<file path="src/logic/pvpf_pkg.sv">
// Shared constants for the paging vector packet formatter
package pvpf_pkg;

  // ----------------------------------------------------------------
  // Register byte offsets
  // ----------------------------------------------------------------
  localparam logic [4:0] OFS_CMD    = 5'h00;
  localparam logic [4:0] OFS_VEC    = 5'h04;
  localparam logic [4:0] OFS_NUM    = 5'h08;
  localparam logic [4:0] OFS_SHORT  = 5'h0C;
  localparam logic [4:0] OFS_EXTRA  = 5'h10;
  localparam logic [4:0] OFS_STATUS = 5'h14;
  localparam logic [4:0] OFS_LAST   = 5'h18;

  // ----------------------------------------------------------------
  // Register field positions and writable masks
  // ----------------------------------------------------------------
  localparam int CMD_SEND      = 0;
  localparam int VEC_SLOT_LSB  = 0;
  localparam int VEC_PHASE_LSB = 7;
  localparam int VEC_TYPE_LSB  = 9;
  localparam int VEC_LONG      = 12;
  localparam int VEC_BERR_LSB  = 13;
  localparam int VEC_CHKFAIL   = 15;
  localparam int NUM_CHK_LSB   = 0;
  localparam int NUM_LEN_LSB   = 4;
  localparam int NUM_START_LSB = 11;
  localparam int SH_MTYPE_LSB  = 0;
  localparam int SH_CHARS_LSB  = 2;
  localparam int SH_SRC_LSB    = 14;
  localparam int SH_MNUM_LSB   = 17;
  localparam int SH_RETR       = 23;
  localparam int ST_BUSY       = 0;
  localparam int ST_EXTRA      = 1;
  localparam int ST_ERR        = 2;
  localparam int ST_READY      = 3;
  localparam logic [31:0] VEC_MASK   = 32'h0000_FFFF;
  localparam logic [31:0] NUM_MASK   = 32'h0003_FFFF;
  localparam logic [31:0] SHORT_MASK = 32'h00FF_FFFF;
  localparam logic [31:0] EXTRA_MASK = 32'h000F_FFFF;

  // ----------------------------------------------------------------
  // Vector type and message type codes
  // ----------------------------------------------------------------
  localparam logic [2:0] VT_SECURE   = 3'h0;
  localparam logic [2:0] VT_INSTR    = 3'h1;
  localparam logic [2:0] VT_SHORT    = 3'h2;
  localparam logic [2:0] VT_NUM_STD  = 3'h3;
  localparam logic [2:0] VT_NUM_SPEC = 3'h4;
  localparam logic [2:0] VT_ALPHA    = 3'h5;
  localparam logic [2:0] VT_HEX      = 3'h6;
  localparam logic [2:0] VT_NUM_NUMB = 3'h7;
  localparam logic [1:0] MT_NUMERIC  = 2'h0;
  localparam logic [1:0] MT_SOURCE   = 2'h1;
  localparam logic [1:0] MT_SRC_MSG  = 2'h2;

  // ----------------------------------------------------------------
  // Limits, counts and reset values
  // ----------------------------------------------------------------
  localparam logic [6:0]  SLOT_MIN      = 7'h02;
  localparam logic [6:0]  SLOT_MAX      = 7'h57;
  localparam logic [6:0]  START_MIN     = 7'h03;
  localparam logic [6:0]  START_MAX     = 7'h57;
  localparam logic [6:0]  NUM_LEN_MAX   = 7'h08;
  localparam logic [6:0]  BLK_LEN_MAX   = 7'h55;
  localparam logic [1:0]  BIT_ERR_LIMIT = 2'h2;
  localparam logic [5:0]  PKT_LAST_BIT  = 6'h1F;
  localparam logic        WAIT_RST      = 1'h1;
  localparam logic        SEL_IDLE      = 1'h1;
  localparam logic [31:0] WORD_RST      = 32'h0000_0000;

endpackage

</file>
<file path="src/logic/link_sync2.sv">
// Two-flop synchroniser for one link-side level
`timescale 1ns/1ps
module link_sync2 #(
  parameter logic RST_VAL = 1'h0
) (
  input  wire logic core_clk_in,
  input  wire logic rst_in,
  input  wire logic async_in,
  output logic      sync_out
);

  typedef struct packed {
    logic s1;
    logic s2;
  } sync_state_type;

  sync_state_type st_r;
  sync_state_type st_nxt;

  // First stage feeds only the second stage
  always_comb begin
    st_nxt    = st_r;
    st_nxt.s1 = async_in;
    st_nxt.s2 = st_r.s1;
  end

  // State register
  always_ff @(posedge core_clk_in) begin
    if (rst_in) begin
      st_r.s1 <= RST_VAL;
      st_r.s2 <= RST_VAL;
    end else begin
      st_r <= st_nxt;
    end
  end

  assign sync_out = st_r.s2;

endmodule

</file>
<file path="src/logic/packet_shift_out.sv">
// Serial shifter that hands one 32-bit packet to the host, MSB first
`timescale 1ns/1ps
module packet_shift_out (
  input  wire logic        core_clk_in,
  input  wire logic        rst_in,
  input  wire logic        load_in,
  input  wire logic [31:0] word_in,
  input  wire logic        sclk_in,
  input  wire logic        sel_n_in,
  output logic             data_out,
  output logic             oe_out,
  output logic             ready_out,
  output logic             done_out
);

  typedef struct packed {
    logic [31:0] word;
    logic [31:0] sh;
    logic [5:0]  cnt;
    logic        loaded;
    logic        sclk_prev;
    logic        oe;
    logic        done;
  } shift_state_type;

  shift_state_type st_r;
  shift_state_type st_nxt;
  logic            rise;
  logic            fall;

  // Edges of the already synchronised link clock
  assign rise = sclk_in & ~st_r.sclk_prev;
  assign fall = ~sclk_in & st_r.sclk_prev;

  // ----------------------------------------------------------------
  // Shift control
  // ----------------------------------------------------------------
  // Deselect rewinds, so an aborted read is simply repeated whole
  always_comb begin
    st_nxt           = st_r;
    st_nxt.done      = 1'h0;
    st_nxt.sclk_prev = sclk_in;
    if (load_in) begin
      st_nxt.word   = word_in;
      st_nxt.sh     = word_in;
      st_nxt.cnt    = 6'h00;
      st_nxt.loaded = 1'h1;
    end else if (sel_n_in && st_r.loaded) begin
      st_nxt.sh  = st_r.word;
      st_nxt.cnt = 6'h00;
    end else if (st_r.loaded) begin
      if (rise) begin
        if (st_r.cnt == pvpf_pkg::PKT_LAST_BIT) begin
          st_nxt.loaded = 1'h0;
          st_nxt.done   = 1'h1;
          st_nxt.cnt    = 6'h00;
          st_nxt.sh     = pvpf_pkg::WORD_RST;
        end else begin
          st_nxt.cnt = st_r.cnt + 6'h01;
        end
      end else if (fall && st_r.cnt != 6'h00) begin
        st_nxt.sh = {st_r.sh[30:0], 1'h0};
      end
    end
    st_nxt.oe = ~sel_n_in & st_nxt.loaded;
  end

  // State register
  always_ff @(posedge core_clk_in) begin
    if (rst_in) begin
      st_r <= '0;
    end else begin
      st_r <= st_nxt;
    end
  end

  assign data_out  = st_r.sh[31];
  assign oe_out    = st_r.oe;
  assign ready_out = st_r.loaded;
  assign done_out  = st_r.done;
endmodule

</file>
<file path="src/logic/paging_vector_packet_formatter.sv">
// Vector packet formatter: register file, packet builder and link control
// Notes on behaviour
// - Short vector message type picks data meaning
// - Type 01: source code low, rest unused
// - Type 10: source, message number, retrieval flag
// - Short vector on long address: five chars follow
// - Four-byte numeric layout, byte three first
// - Numeric types 011, 100, 111
// - Seven-bit slot index, valid 2 to 87
// - Error flag: bit errors, check fail, invalid
// - Two-bit phase code, a to d
// - Four check bits in byte one
// - Numeric count is length minus one
// - Long address: first word follows vector
// - Start word field, valid 3 to 87
// - Block vectors carry seven-bit word count
// - Short vector type code 010
// - Secure 000, alphanumeric 101, hex 110
// - No follow-on packet when error set
//
// The implementer's own choices: register access over Avalon-MM and the placing of the registers.
`timescale 1ns/1ps
module paging_vector_packet_formatter (
  input  wire logic        core_clk_in,
  input  wire logic        rst_in,
  input  wire logic [4:0]  avs_address_in,
  input  wire logic        avs_read_in,
  input  wire logic        avs_write_in,
  input  wire logic [31:0] avs_writedata_in,
  input  wire logic [3:0]  avs_byteenable_in,
  output logic      [31:0] avs_readdata_out,
  output logic             avs_waitrequest_out,
  input  wire logic        link_clk_in,
  input  wire logic        link_sel_n_in,
  output logic             link_data_out,
  output logic             link_data_oe_out,
  output logic             link_ready_out
);

  // ----------------------------------------------------------------
  // State
  // ----------------------------------------------------------------
  typedef struct packed {
    logic        wait_r;
    logic [31:0] rdata;
    logic [31:0] vec;
    logic [31:0] num;
    logic [31:0] shrt;
    logic [31:0] extra;
    logic [31:0] last_pkt;
    logic [31:0] ext_word;
    logic [31:0] load_word;
    logic        load;
    logic        busy;
    logic        extra_pend;
    logic        last_err;
  } fmt_state_type;

  fmt_state_type st_r;
  fmt_state_type st_nxt;

  logic        sclk_s;
  logic        sel_n_s;
  logic        sh_done;
  logic        sh_ready;
  logic        accept;
  logic        launch;
  logic [31:0] wmask;
  logic [6:0]  slot;
  logic [6:0]  slot_next;
  logic [1:0]  phase;
  logic [2:0]  vtype;
  logic        long_addr;
  logic [1:0]  bit_errs;
  logic        chk_fail;
  logic [3:0]  chk;
  logic [6:0]  len;
  logic [6:0]  len_m1;
  logic [6:0]  start;
  logic [1:0]  mtype;
  logic [11:0] chars;
  logic [2:0]  src;
  logic [5:0]  msgnum;
  logic        retr;
  logic        is_short;
  logic        is_num;
  logic        is_blk;
  logic        slot_bad;
  logic        start_bad;
  logic        len_bad;
  logic        invalid;
  logic        vec_err;
  logic [11:0] short_data;
  logic [15:0] pkt_body;
  logic [31:0] packet;
  logic [31:0] extra_word;

  // ----------------------------------------------------------------
  // Link pin synchronisers
  // ----------------------------------------------------------------
  link_sync2 #(
    .RST_VAL (1'h0)
  ) u_sync_clk (
    .core_clk_in (core_clk_in),
    .rst_in      (rst_in),
    .async_in    (link_clk_in),
    .sync_out    (sclk_s)
  );

  link_sync2 #(
    .RST_VAL (pvpf_pkg::SEL_IDLE)
  ) u_sync_sel (
    .core_clk_in (core_clk_in),
    .rst_in      (rst_in),
    .async_in    (link_sel_n_in),
    .sync_out    (sel_n_s)
  );

  // ----------------------------------------------------------------
  // Field extraction from the setup registers
  // ----------------------------------------------------------------
  assign slot      = st_r.vec[pvpf_pkg::VEC_SLOT_LSB +: 7];
  assign phase     = st_r.vec[pvpf_pkg::VEC_PHASE_LSB +: 2];
  assign vtype     = st_r.vec[pvpf_pkg::VEC_TYPE_LSB +: 3];
  assign long_addr = st_r.vec[pvpf_pkg::VEC_LONG];
  assign bit_errs  = st_r.vec[pvpf_pkg::VEC_BERR_LSB +: 2];
  assign chk_fail  = st_r.vec[pvpf_pkg::VEC_CHKFAIL];
  assign chk       = st_r.num[pvpf_pkg::NUM_CHK_LSB +: 4];
  assign len       = st_r.num[pvpf_pkg::NUM_LEN_LSB +: 7];
  assign start     = st_r.num[pvpf_pkg::NUM_START_LSB +: 7];
  assign mtype     = st_r.shrt[pvpf_pkg::SH_MTYPE_LSB +: 2];
  assign chars     = st_r.shrt[pvpf_pkg::SH_CHARS_LSB +: 12];
  assign src       = st_r.shrt[pvpf_pkg::SH_SRC_LSB +: 3];
  assign msgnum    = st_r.shrt[pvpf_pkg::SH_MNUM_LSB +: 6];
  assign retr      = st_r.shrt[pvpf_pkg::SH_RETR];

  // ----------------------------------------------------------------
  // Vector classification and validity
  // ----------------------------------------------------------------
  assign is_short = (vtype == pvpf_pkg::VT_SHORT);
  assign is_num   = (vtype == pvpf_pkg::VT_NUM_STD)
                  | (vtype == pvpf_pkg::VT_NUM_SPEC)
                  | (vtype == pvpf_pkg::VT_NUM_NUMB);
  assign is_blk   = (vtype == pvpf_pkg::VT_SECURE)
                  | (vtype == pvpf_pkg::VT_ALPHA)
                  | (vtype == pvpf_pkg::VT_HEX);
  assign slot_bad  = (slot < pvpf_pkg::SLOT_MIN) | (slot > pvpf_pkg::SLOT_MAX);
  assign start_bad = (start < pvpf_pkg::START_MIN) | (start > pvpf_pkg::START_MAX);
  assign len_bad   = (len == 7'h00)
                   | (is_num & (len > pvpf_pkg::NUM_LEN_MAX))
                   | (is_blk & (len > pvpf_pkg::BLK_LEN_MAX));
  // Instruction vectors are not built here, so that code counts as invalid
  assign invalid   = slot_bad | (vtype == pvpf_pkg::VT_INSTR)
                   | ((is_num | is_blk) & (start_bad | len_bad));
  assign vec_err   = (bit_errs > pvpf_pkg::BIT_ERR_LIMIT) | chk_fail | invalid;

  // ----------------------------------------------------------------
  // Packet assembly; every unused position is zero
  // ----------------------------------------------------------------
  // Spare message type sends zero data rather than stale characters
  assign short_data = (mtype == pvpf_pkg::MT_NUMERIC) ? chars
                    : (mtype == pvpf_pkg::MT_SOURCE)  ? {9'h000, src}
                    : (mtype == pvpf_pkg::MT_SRC_MSG) ? {2'h0, retr, msgnum, src}
                    : 12'h000;
  assign len_m1     = len - 7'h01;
  assign pkt_body   = is_short ? {2'h0, short_data, mtype}
                    : is_num   ? {2'h0, chk, len_m1[2:0], start}
                    : is_blk   ? {2'h0, len, start}
                    : 16'h0000;
  assign packet     = {1'h0, slot, vec_err, phase, 2'h0, vtype, pkt_body};
  // Follow-on packet sits in the slot right after the vector
  assign slot_next  = slot + 7'h01;
  assign extra_word = {1'h0, slot_next, 4'h0, st_r.extra[19:0]};

  // ----------------------------------------------------------------
  // Bus decode helpers
  // ----------------------------------------------------------------
  assign accept = (avs_read_in | avs_write_in) & ~st_r.wait_r;
  assign launch = accept & avs_write_in & (avs_address_in == pvpf_pkg::OFS_CMD)
                & avs_byteenable_in[0] & avs_writedata_in[pvpf_pkg::CMD_SEND]
                & ~st_r.busy;
  assign wmask  = {{8{avs_byteenable_in[3]}}, {8{avs_byteenable_in[2]}},
                   {8{avs_byteenable_in[1]}}, {8{avs_byteenable_in[0]}}};

  // ----------------------------------------------------------------
  // Next state: bus slave, register writes and packet sequencing
  // ----------------------------------------------------------------
  always_comb begin
    logic [31:0] rd;
    logic [31:0] wval;
    rd     = 32'h0000_0000;
    wval   = avs_writedata_in & wmask;
    st_nxt = st_r;
    st_nxt.load = 1'h0;
    // Read mux; unmapped offsets read zero
    case (avs_address_in)
      pvpf_pkg::OFS_VEC:    rd = st_r.vec;
      pvpf_pkg::OFS_NUM:    rd = st_r.num;
      pvpf_pkg::OFS_SHORT:  rd = st_r.shrt;
      pvpf_pkg::OFS_EXTRA:  rd = st_r.extra;
      pvpf_pkg::OFS_STATUS: begin
        rd[pvpf_pkg::ST_BUSY]  = st_r.busy;
        rd[pvpf_pkg::ST_EXTRA] = st_r.extra_pend;
        rd[pvpf_pkg::ST_ERR]   = st_r.last_err;
        rd[pvpf_pkg::ST_READY] = sh_ready;
      end
      pvpf_pkg::OFS_LAST:   rd = st_r.last_pkt;
      default:              rd = 32'h0000_0000;
    endcase
    // One wait cycle on every access, answer in the next
    if ((avs_read_in || avs_write_in) && st_r.wait_r) begin
      st_nxt.wait_r = 1'h0;
      st_nxt.rdata  = rd;
    end else begin
      st_nxt.wait_r = 1'h1;
    end
    // Setup writes; byte lanes merge into the stored word
    if (accept && avs_write_in) begin
      case (avs_address_in)
        pvpf_pkg::OFS_VEC:
          st_nxt.vec = ((st_r.vec & ~wmask) | wval) & pvpf_pkg::VEC_MASK;
        pvpf_pkg::OFS_NUM:
          st_nxt.num = ((st_r.num & ~wmask) | wval) & pvpf_pkg::NUM_MASK;
        pvpf_pkg::OFS_SHORT:
          st_nxt.shrt = ((st_r.shrt & ~wmask) | wval) & pvpf_pkg::SHORT_MASK;
        pvpf_pkg::OFS_EXTRA:
          st_nxt.extra = ((st_r.extra & ~wmask) | wval) & pvpf_pkg::EXTRA_MASK;
        default: begin
        end
      endcase
    end
    // Send command; ignored while a packet is still outstanding
    if (launch) begin
      st_nxt.load       = 1'h1;
      st_nxt.load_word  = packet;
      st_nxt.last_pkt   = packet;
      st_nxt.ext_word   = extra_word;
      st_nxt.busy       = 1'h1;
      st_nxt.last_err   = vec_err;
      st_nxt.extra_pend = is_short & long_addr & ~vec_err;
    end
    // Packet read out by the host: chain the follow-on or go idle
    if (sh_done && st_r.busy) begin
      if (st_r.extra_pend) begin
        st_nxt.load       = 1'h1;
        st_nxt.load_word  = st_r.ext_word;
        st_nxt.last_pkt   = st_r.ext_word;
        st_nxt.extra_pend = 1'h0;
      end else begin
        st_nxt.busy = 1'h0;
      end
    end
  end

  // State register
  always_ff @(posedge core_clk_in) begin
    if (rst_in) begin
      st_r        <= '0;
      st_r.wait_r <= pvpf_pkg::WAIT_RST;
    end else begin
      st_r <= st_nxt;
    end
  end

  // ----------------------------------------------------------------
  // Serial link to the host
  // ----------------------------------------------------------------
  packet_shift_out u_shift (
    .core_clk_in (core_clk_in),
    .rst_in      (rst_in),
    .load_in     (st_r.load),
    .word_in     (st_r.load_word),
    .sclk_in     (sclk_s),
    .sel_n_in    (sel_n_s),
    .data_out    (link_data_out),
    .oe_out      (link_data_oe_out),
    .ready_out   (sh_ready),
    .done_out    (sh_done)
  );

  assign link_ready_out      = sh_ready;
  assign avs_readdata_out    = st_r.rdata;
  assign avs_waitrequest_out = st_r.wait_r;
endmodule

</file>
<file path="config.mk">
export PLATFORM = sky130hd
export DESIGN_NAME = paging_vector_packet_formatter
export DESIGN_NICKNAME = d
export VERILOG_FILES = /design/src/logic/pvpf_pkg.sv /design/src/logic/link_sync2.sv /design/src/logic/packet_shift_out.sv /design/src/logic/paging_vector_packet_formatter.sv
export SDC_FILE = /design/constraint.sdc
export NUM_CORES = 1
export LEC_CHECK = 0
export ABC_AREA = 0
export BUFFER_PORTS_ARGS = -buffer_cell sky130_fd_sc_hd__clkbuf_2
export CAP_MARGIN = 25
export CORE_ASPECT_RATIO = 1.4
export CORE_UTILIZATION = 50
export DETAILED_ROUTE_END_ITERATION = 8
export HOLD_SLACK_MARGIN = 0.15
export PLACE_DENSITY = 0.75
export SETUP_SLACK_MARGIN = 0.05
export SKIP_CTS_REPAIR_TIMING = 1
export SYNTH_ARGS = -nofsm -noshare
export SYNTH_HDL_FRONTEND = slang
export SYNTH_HIERARCHICAL = 1
export SYNTH_SLANG_ARGS = --single-unit
export TNS_END_PERCENT = 100
</file>
<file path="constraint.sdc">
create_clock -name core_clk_in -period 1.8 [get_ports core_clk_in]
set_clock_uncertainty 0.05 [all_clocks]
set_input_delay 0.09 -clock core_clk_in [delete_from_list [all_inputs] [get_ports core_clk_in]]
set_output_delay 0.09 -clock core_clk_in [all_outputs]
set_load 0.1 [all_outputs]
</file>
==> report_table.html <==
<table>
<tr><th>Metric</th><th>Value</th></tr>
<tr><th colspan="2">Run status</th></tr>
<tr><td>Outcome</td><td>finished with violations</td></tr>
<tr><td>Failing checks</td><td>DRC, setup timing</td></tr>
<tr><th colspan="2">Global routing</th></tr>
<tr><td>Global routing usage summed across all routing layers</td><td>26.9%</td></tr>
<tr><td>Wire length of the first global-routing pass</td><td>55,300 um</td></tr>
<tr><td>Global route total overflow</td><td>0</td></tr>
<tr><td>Initial antenna violation count</td><td>0</td></tr>
<tr><td>Number of global-route vias before repair</td><td>10,279</td></tr>
<tr><td>Maximum number of pins on one net before global-route repair</td><td>117</td></tr>
<tr><th colspan="2">Timing</th></tr>
<tr><td>RSZ-0062 raised after global routing</td><td>yes</td></tr>
<tr><td>Hold WS</td><td>133 ps</td></tr>
<tr><td>Rel. slew slack</td><td>61.2%</td></tr>
<tr><td>Slack of the critical path</td><td>-1.07 ps</td></tr>
<tr><td>Final Cycle Share</td><td>100%</td></tr>
<tr><td>Transition time at the pin with the least slew margin</td><td>581 ps</td></tr>
<tr><td>Fin. max-slew vios</td><td>0</td></tr>
<tr><td>Final min period</td><td>1800 ps</td></tr>
<tr><td>Peak clock frequency supported by timing</td><td>555 MHz</td></tr>
<tr><td>Number of failing hold endpoints at the final stage</td><td>0</td></tr>
<tr><td>Final setup violation count</td><td>1</td></tr>
<tr><td>Setup TNS after final layout</td><td>-1.07 ps</td></tr>
<tr><th colspan="2">Setup path</th></tr>
<tr><td>Slowest Stage Delay on Critical Path</td><td>600 ps</td></tr>
<tr><td>Cells on worst reg2reg path</td><td>6</td></tr>
<tr><td>Category of the worst setup path launch point</td><td>register</td></tr>
<tr><td>Required time at the endpoint of the critical path</td><td>2230 ps</td></tr>
<tr><td>CP Capture Type</td><td>register</td></tr>
<tr><td>Slowest cell on the critical path</td><td>sky130_fd_sc_hd__or4b_4</td></tr>
<tr><td>Worst-path cell chain</td><td>or4b_4 -&gt; nor2_4 -&gt; a222oi_1 -&gt; nor2_1 -&gt; a21oi_2 -&gt; a21oi_2</td></tr>
<tr><td>Cell type group with the largest total delay on the critical path</td><td>simple AND/OR/NAND/NOR gates</td></tr>
<tr><td>Arrival time at the worst endpoint</td><td>2230 ps</td></tr>
<tr><td>Number of buffers and inverters on the critical path</td><td>0</td></tr>
<tr><td>Logic depth of the worst path, buffers included</td><td>6</td></tr>
<tr><td>Critical-path maximum fanout</td><td>6</td></tr>
<tr><td>Library cell appearing most often on the critical path</td><td>sky130_fd_sc_hd__a21oi_2</td></tr>
<tr><td>Worst Setup Path Type</td><td>reg2reg</td></tr>
<tr><th colspan="2">Clocking</th></tr>
<tr><td>Clock sink count</td><td>284</td></tr>
<tr><td>Number of H-tree branching levels</td><td>1</td></tr>
<tr><td>Clock tree from TritonCTS</td><td>done</td></tr>
<tr><td>Max Buffers Root-to-Sink</td><td>3</td></tr>
<tr><td>Worst-Skew Late Latency</td><td>550 ps</td></tr>
<tr><td>Clock-pin transition on the worst setup and hold timing paths</td><td>70 ps</td></tr>
<tr><td>Library cell used as clock root buffer</td><td>sky130_fd_sc_hd__clkbuf_16</td></tr>
<tr><td>Total CTS buffers</td><td>28</td></tr>
<tr><th colspan="2">Flow run</th></tr>
<tr><td>Reported max-cap violation count</td><td>0</td></tr>
<tr><th colspan="2">Die</th></tr>
<tr><td>Boundary pin count</td><td>83</td></tr>
<tr><td>Placeable Area</td><td>24,800 um2</td></tr>
<tr><td>Die X</td><td>137 um</td></tr>
<tr><td>Die height</td><td>191 um</td></tr>
<tr><td>Row cnt</td><td>68</td></tr>
<tr><td>Initial cell density of the core</td><td>51.4%</td></tr>
<tr><td>Total die area</td><td>26,200 um2</td></tr>
<tr><th colspan="2">Placement</th></tr>
<tr><td>Count of port buffers added during placement</td><td>73</td></tr>
<tr><td>Routability cong.</td><td>0.970</td></tr>
<tr><td>Placed cell count</td><td>1,768</td></tr>
<tr><td>Half-perimeter wire length after placement</td><td>24,800 um</td></tr>
<tr><th colspan="2">Routing</th></tr>
<tr><td>Vias per cell</td><td>6.01</td></tr>
<tr><td>Routed Antenna Nets</td><td>0</td></tr>
<tr><td>Final routed wire length divided by cell count</td><td>20.0 um</td></tr>
<tr><td>Remaining routing DRC violations</td><td>2</td></tr>
<tr><td>Count of TritonRoute iterations in the first routing pass</td><td>9</td></tr>
<tr><td>DR iter-0 viols</td><td>1,140</td></tr>
<tr><td>DR vias</td><td>11,242</td></tr>
<tr><td>Total length of routed wires</td><td>37,400 um</td></tr>
<tr><th colspan="2">Synth</th></tr>
<tr><td>Mapped cell area</td><td>12,800 um2</td></tr>
<tr><td>EDFF count, synth</td><td>0</td></tr>
<tr><td>Ys async rst share</td><td>0%</td></tr>
<tr><td>Synthesized area divided by synthesized cell count</td><td>8.94 um2</td></tr>
<tr><td>Syn nets</td><td>1,482</td></tr>
<tr><td>Most area-consuming cells after synthesis</td><td>sky130_fd_sc_hd__dfxtp_1 45%, sky130_fd_sc_hd__a21oi_1 7.3%, sky130_fd_sc_hd__nand2_1 6.5%</td></tr>
<tr><td>Synthesized instance count</td><td>1,429</td></tr>
<tr><td>Synth cell types</td><td>65</td></tr>
<tr><td>Top cell type by total area after synthesis</td><td>sky130_fd_sc_hd__dfxtp_1</td></tr>
<tr><td>Sequential element share of the synthesized area</td><td>44.5%</td></tr>
<tr><td>Share of the synthesized area in the top cell type</td><td>44.5%</td></tr>
<tr><td>Flops &amp; latches, synth</td><td>284</td></tr>
<tr><td>Synth Flop Type</td><td>sky130_fd_sc_hd__dfxtp_1</td></tr>
<tr><td>Ys Warns</td><td>6</td></tr>
<tr><th colspan="2">Finish</th></tr>
<tr><td>Number of nets in the layout</td><td>1,589</td></tr>
<tr><td>Share of post-route cells with drive strength above 1</td><td>23.7%</td></tr>
<tr><td>Leading cell type in the layout, fill and taps excluded</td><td>sky130_fd_sc_hd__dfxtp_1</td></tr>
<tr><td>Antenna cells</td><td>0</td></tr>
<tr><td>Highest-count cells in the layout ignoring fill and taps</td><td>271 x sky130_fd_sc_hd__dfxtp_1, 219 x sky130_fd_sc_hd__nand2_1, 176 x sky130_fd_sc_hd__a21oi_1, 91 x sky130_fd_sc_hd__buf_4, 86 x sky130_fd_sc_hd__nor2_1</td></tr>
<tr><td>Syn-to-layout area delta</td><td>20.6%</td></tr>
<tr><td>Finished Layout Cells</td><td>1,871</td></tr>
<tr><th colspan="2">Power</th></tr>
<tr><td>Lkg Pwr</td><td>0.00535 uW</td></tr>
<tr><td>Worst voltage drop across the vdd grid</td><td>0.000862 V</td></tr>
<tr><td>Power density normalized to cell area</td><td>839 nW/um2</td></tr>
<tr><th colspan="2">Worst hold path</th></tr>
<tr><td>Min-Delay Path Class</td><td>in2reg</td></tr>
<tr><td>Worst hold stages</td><td>5</td></tr>
</table>
==> cells by family after synthesis <==
family                   after synthesis  share of synthesized area, %
AO/OA/AOI/OAI                        413                          24.4
XOR/XNOR                              14                         0.960
adder cells (fa/ha/maj)                6                         0.588
buffers and inverters                189                          7.84
flip-flops                           284                          44.5
multiplexers                          72                          5.77
AND/OR/NAND/NOR                      451                          15.9
==> synth_stat cells (all sizes together), types with 14 or more instances <==
library cell / number
a21oi: 187
dfxtp: 284
nand3: 75
inv: 40
buf: 93
a221o: 14
a22oi: 19
a211oi: 39
nand2: 220
a22o: 57
a221oi: 39
nor2: 92
mux2i: 59
clkbuf: 56
==> final cells by class <==
class,count,area [um2]
clock buffer,38,808
clock inverter,12,138
fill,2058,9440
inverter,40,150
multi-input combinational,960,6350
sequential,284,5710
tap,315,394
timing repair buffer,222,1850
==> final timing paths <==
path / startpoint / endpoint / slack, ps
max: register / st_r[70] / -1
min: avs_address_in[0] / register / 130
max reg2reg: register / st_r[70] / -1
min reg2reg: u_sync_sel/st_nxt[0] / u_sync_sel/sync_out / 360
==> metal layers <==
| metal | GRT usage (%) | part of all wire [%] | vias up |
|---|---|---|---|
| li1 | - | - | 5289 |
| met4 | 14.2 | 6.7 | 0 |
| met5 | 0 | 0 | - |
| met1 | 33.8 | 39 | 5310 |
| met3 | 3.21 | 6.5 | 157 |
| met2 | 44.8 | 48 | 486 |
==> report_power, final <==
part	internal (uW)	switching, uW
registers	6300	22.1
logic	203	446
clock network	3440	2510
==> through the flow <==
| stage | cell area, um2 | setup WS, ps | total power (uW) | utilization (%) |
|---|---|---|---|---|
| floorplan | 12800 | 22.3 | 6840 | - |
| global placement | 13600 | -72.0 | 7030 | 54.9 |
| detailed placement | 13600 | -100 | 7040 | 54.9 |
| CTS | 14600 | -134 | 13000 | 58.7 |
| global route | 15400 | -42.6 | 13300 | 62.0 |
| finish | 15400 | -1.07 | 12900 | 62.0 |
==> tightest hold or removal path: cells and delay by family <==
kind	cells	cell delay, ps
buffers and inverters	2	360
and+or+nand+nor	2	180
AOI/OAI and AO/OA	1	50
Note: power is estimated with default switching activity, not from simulation.
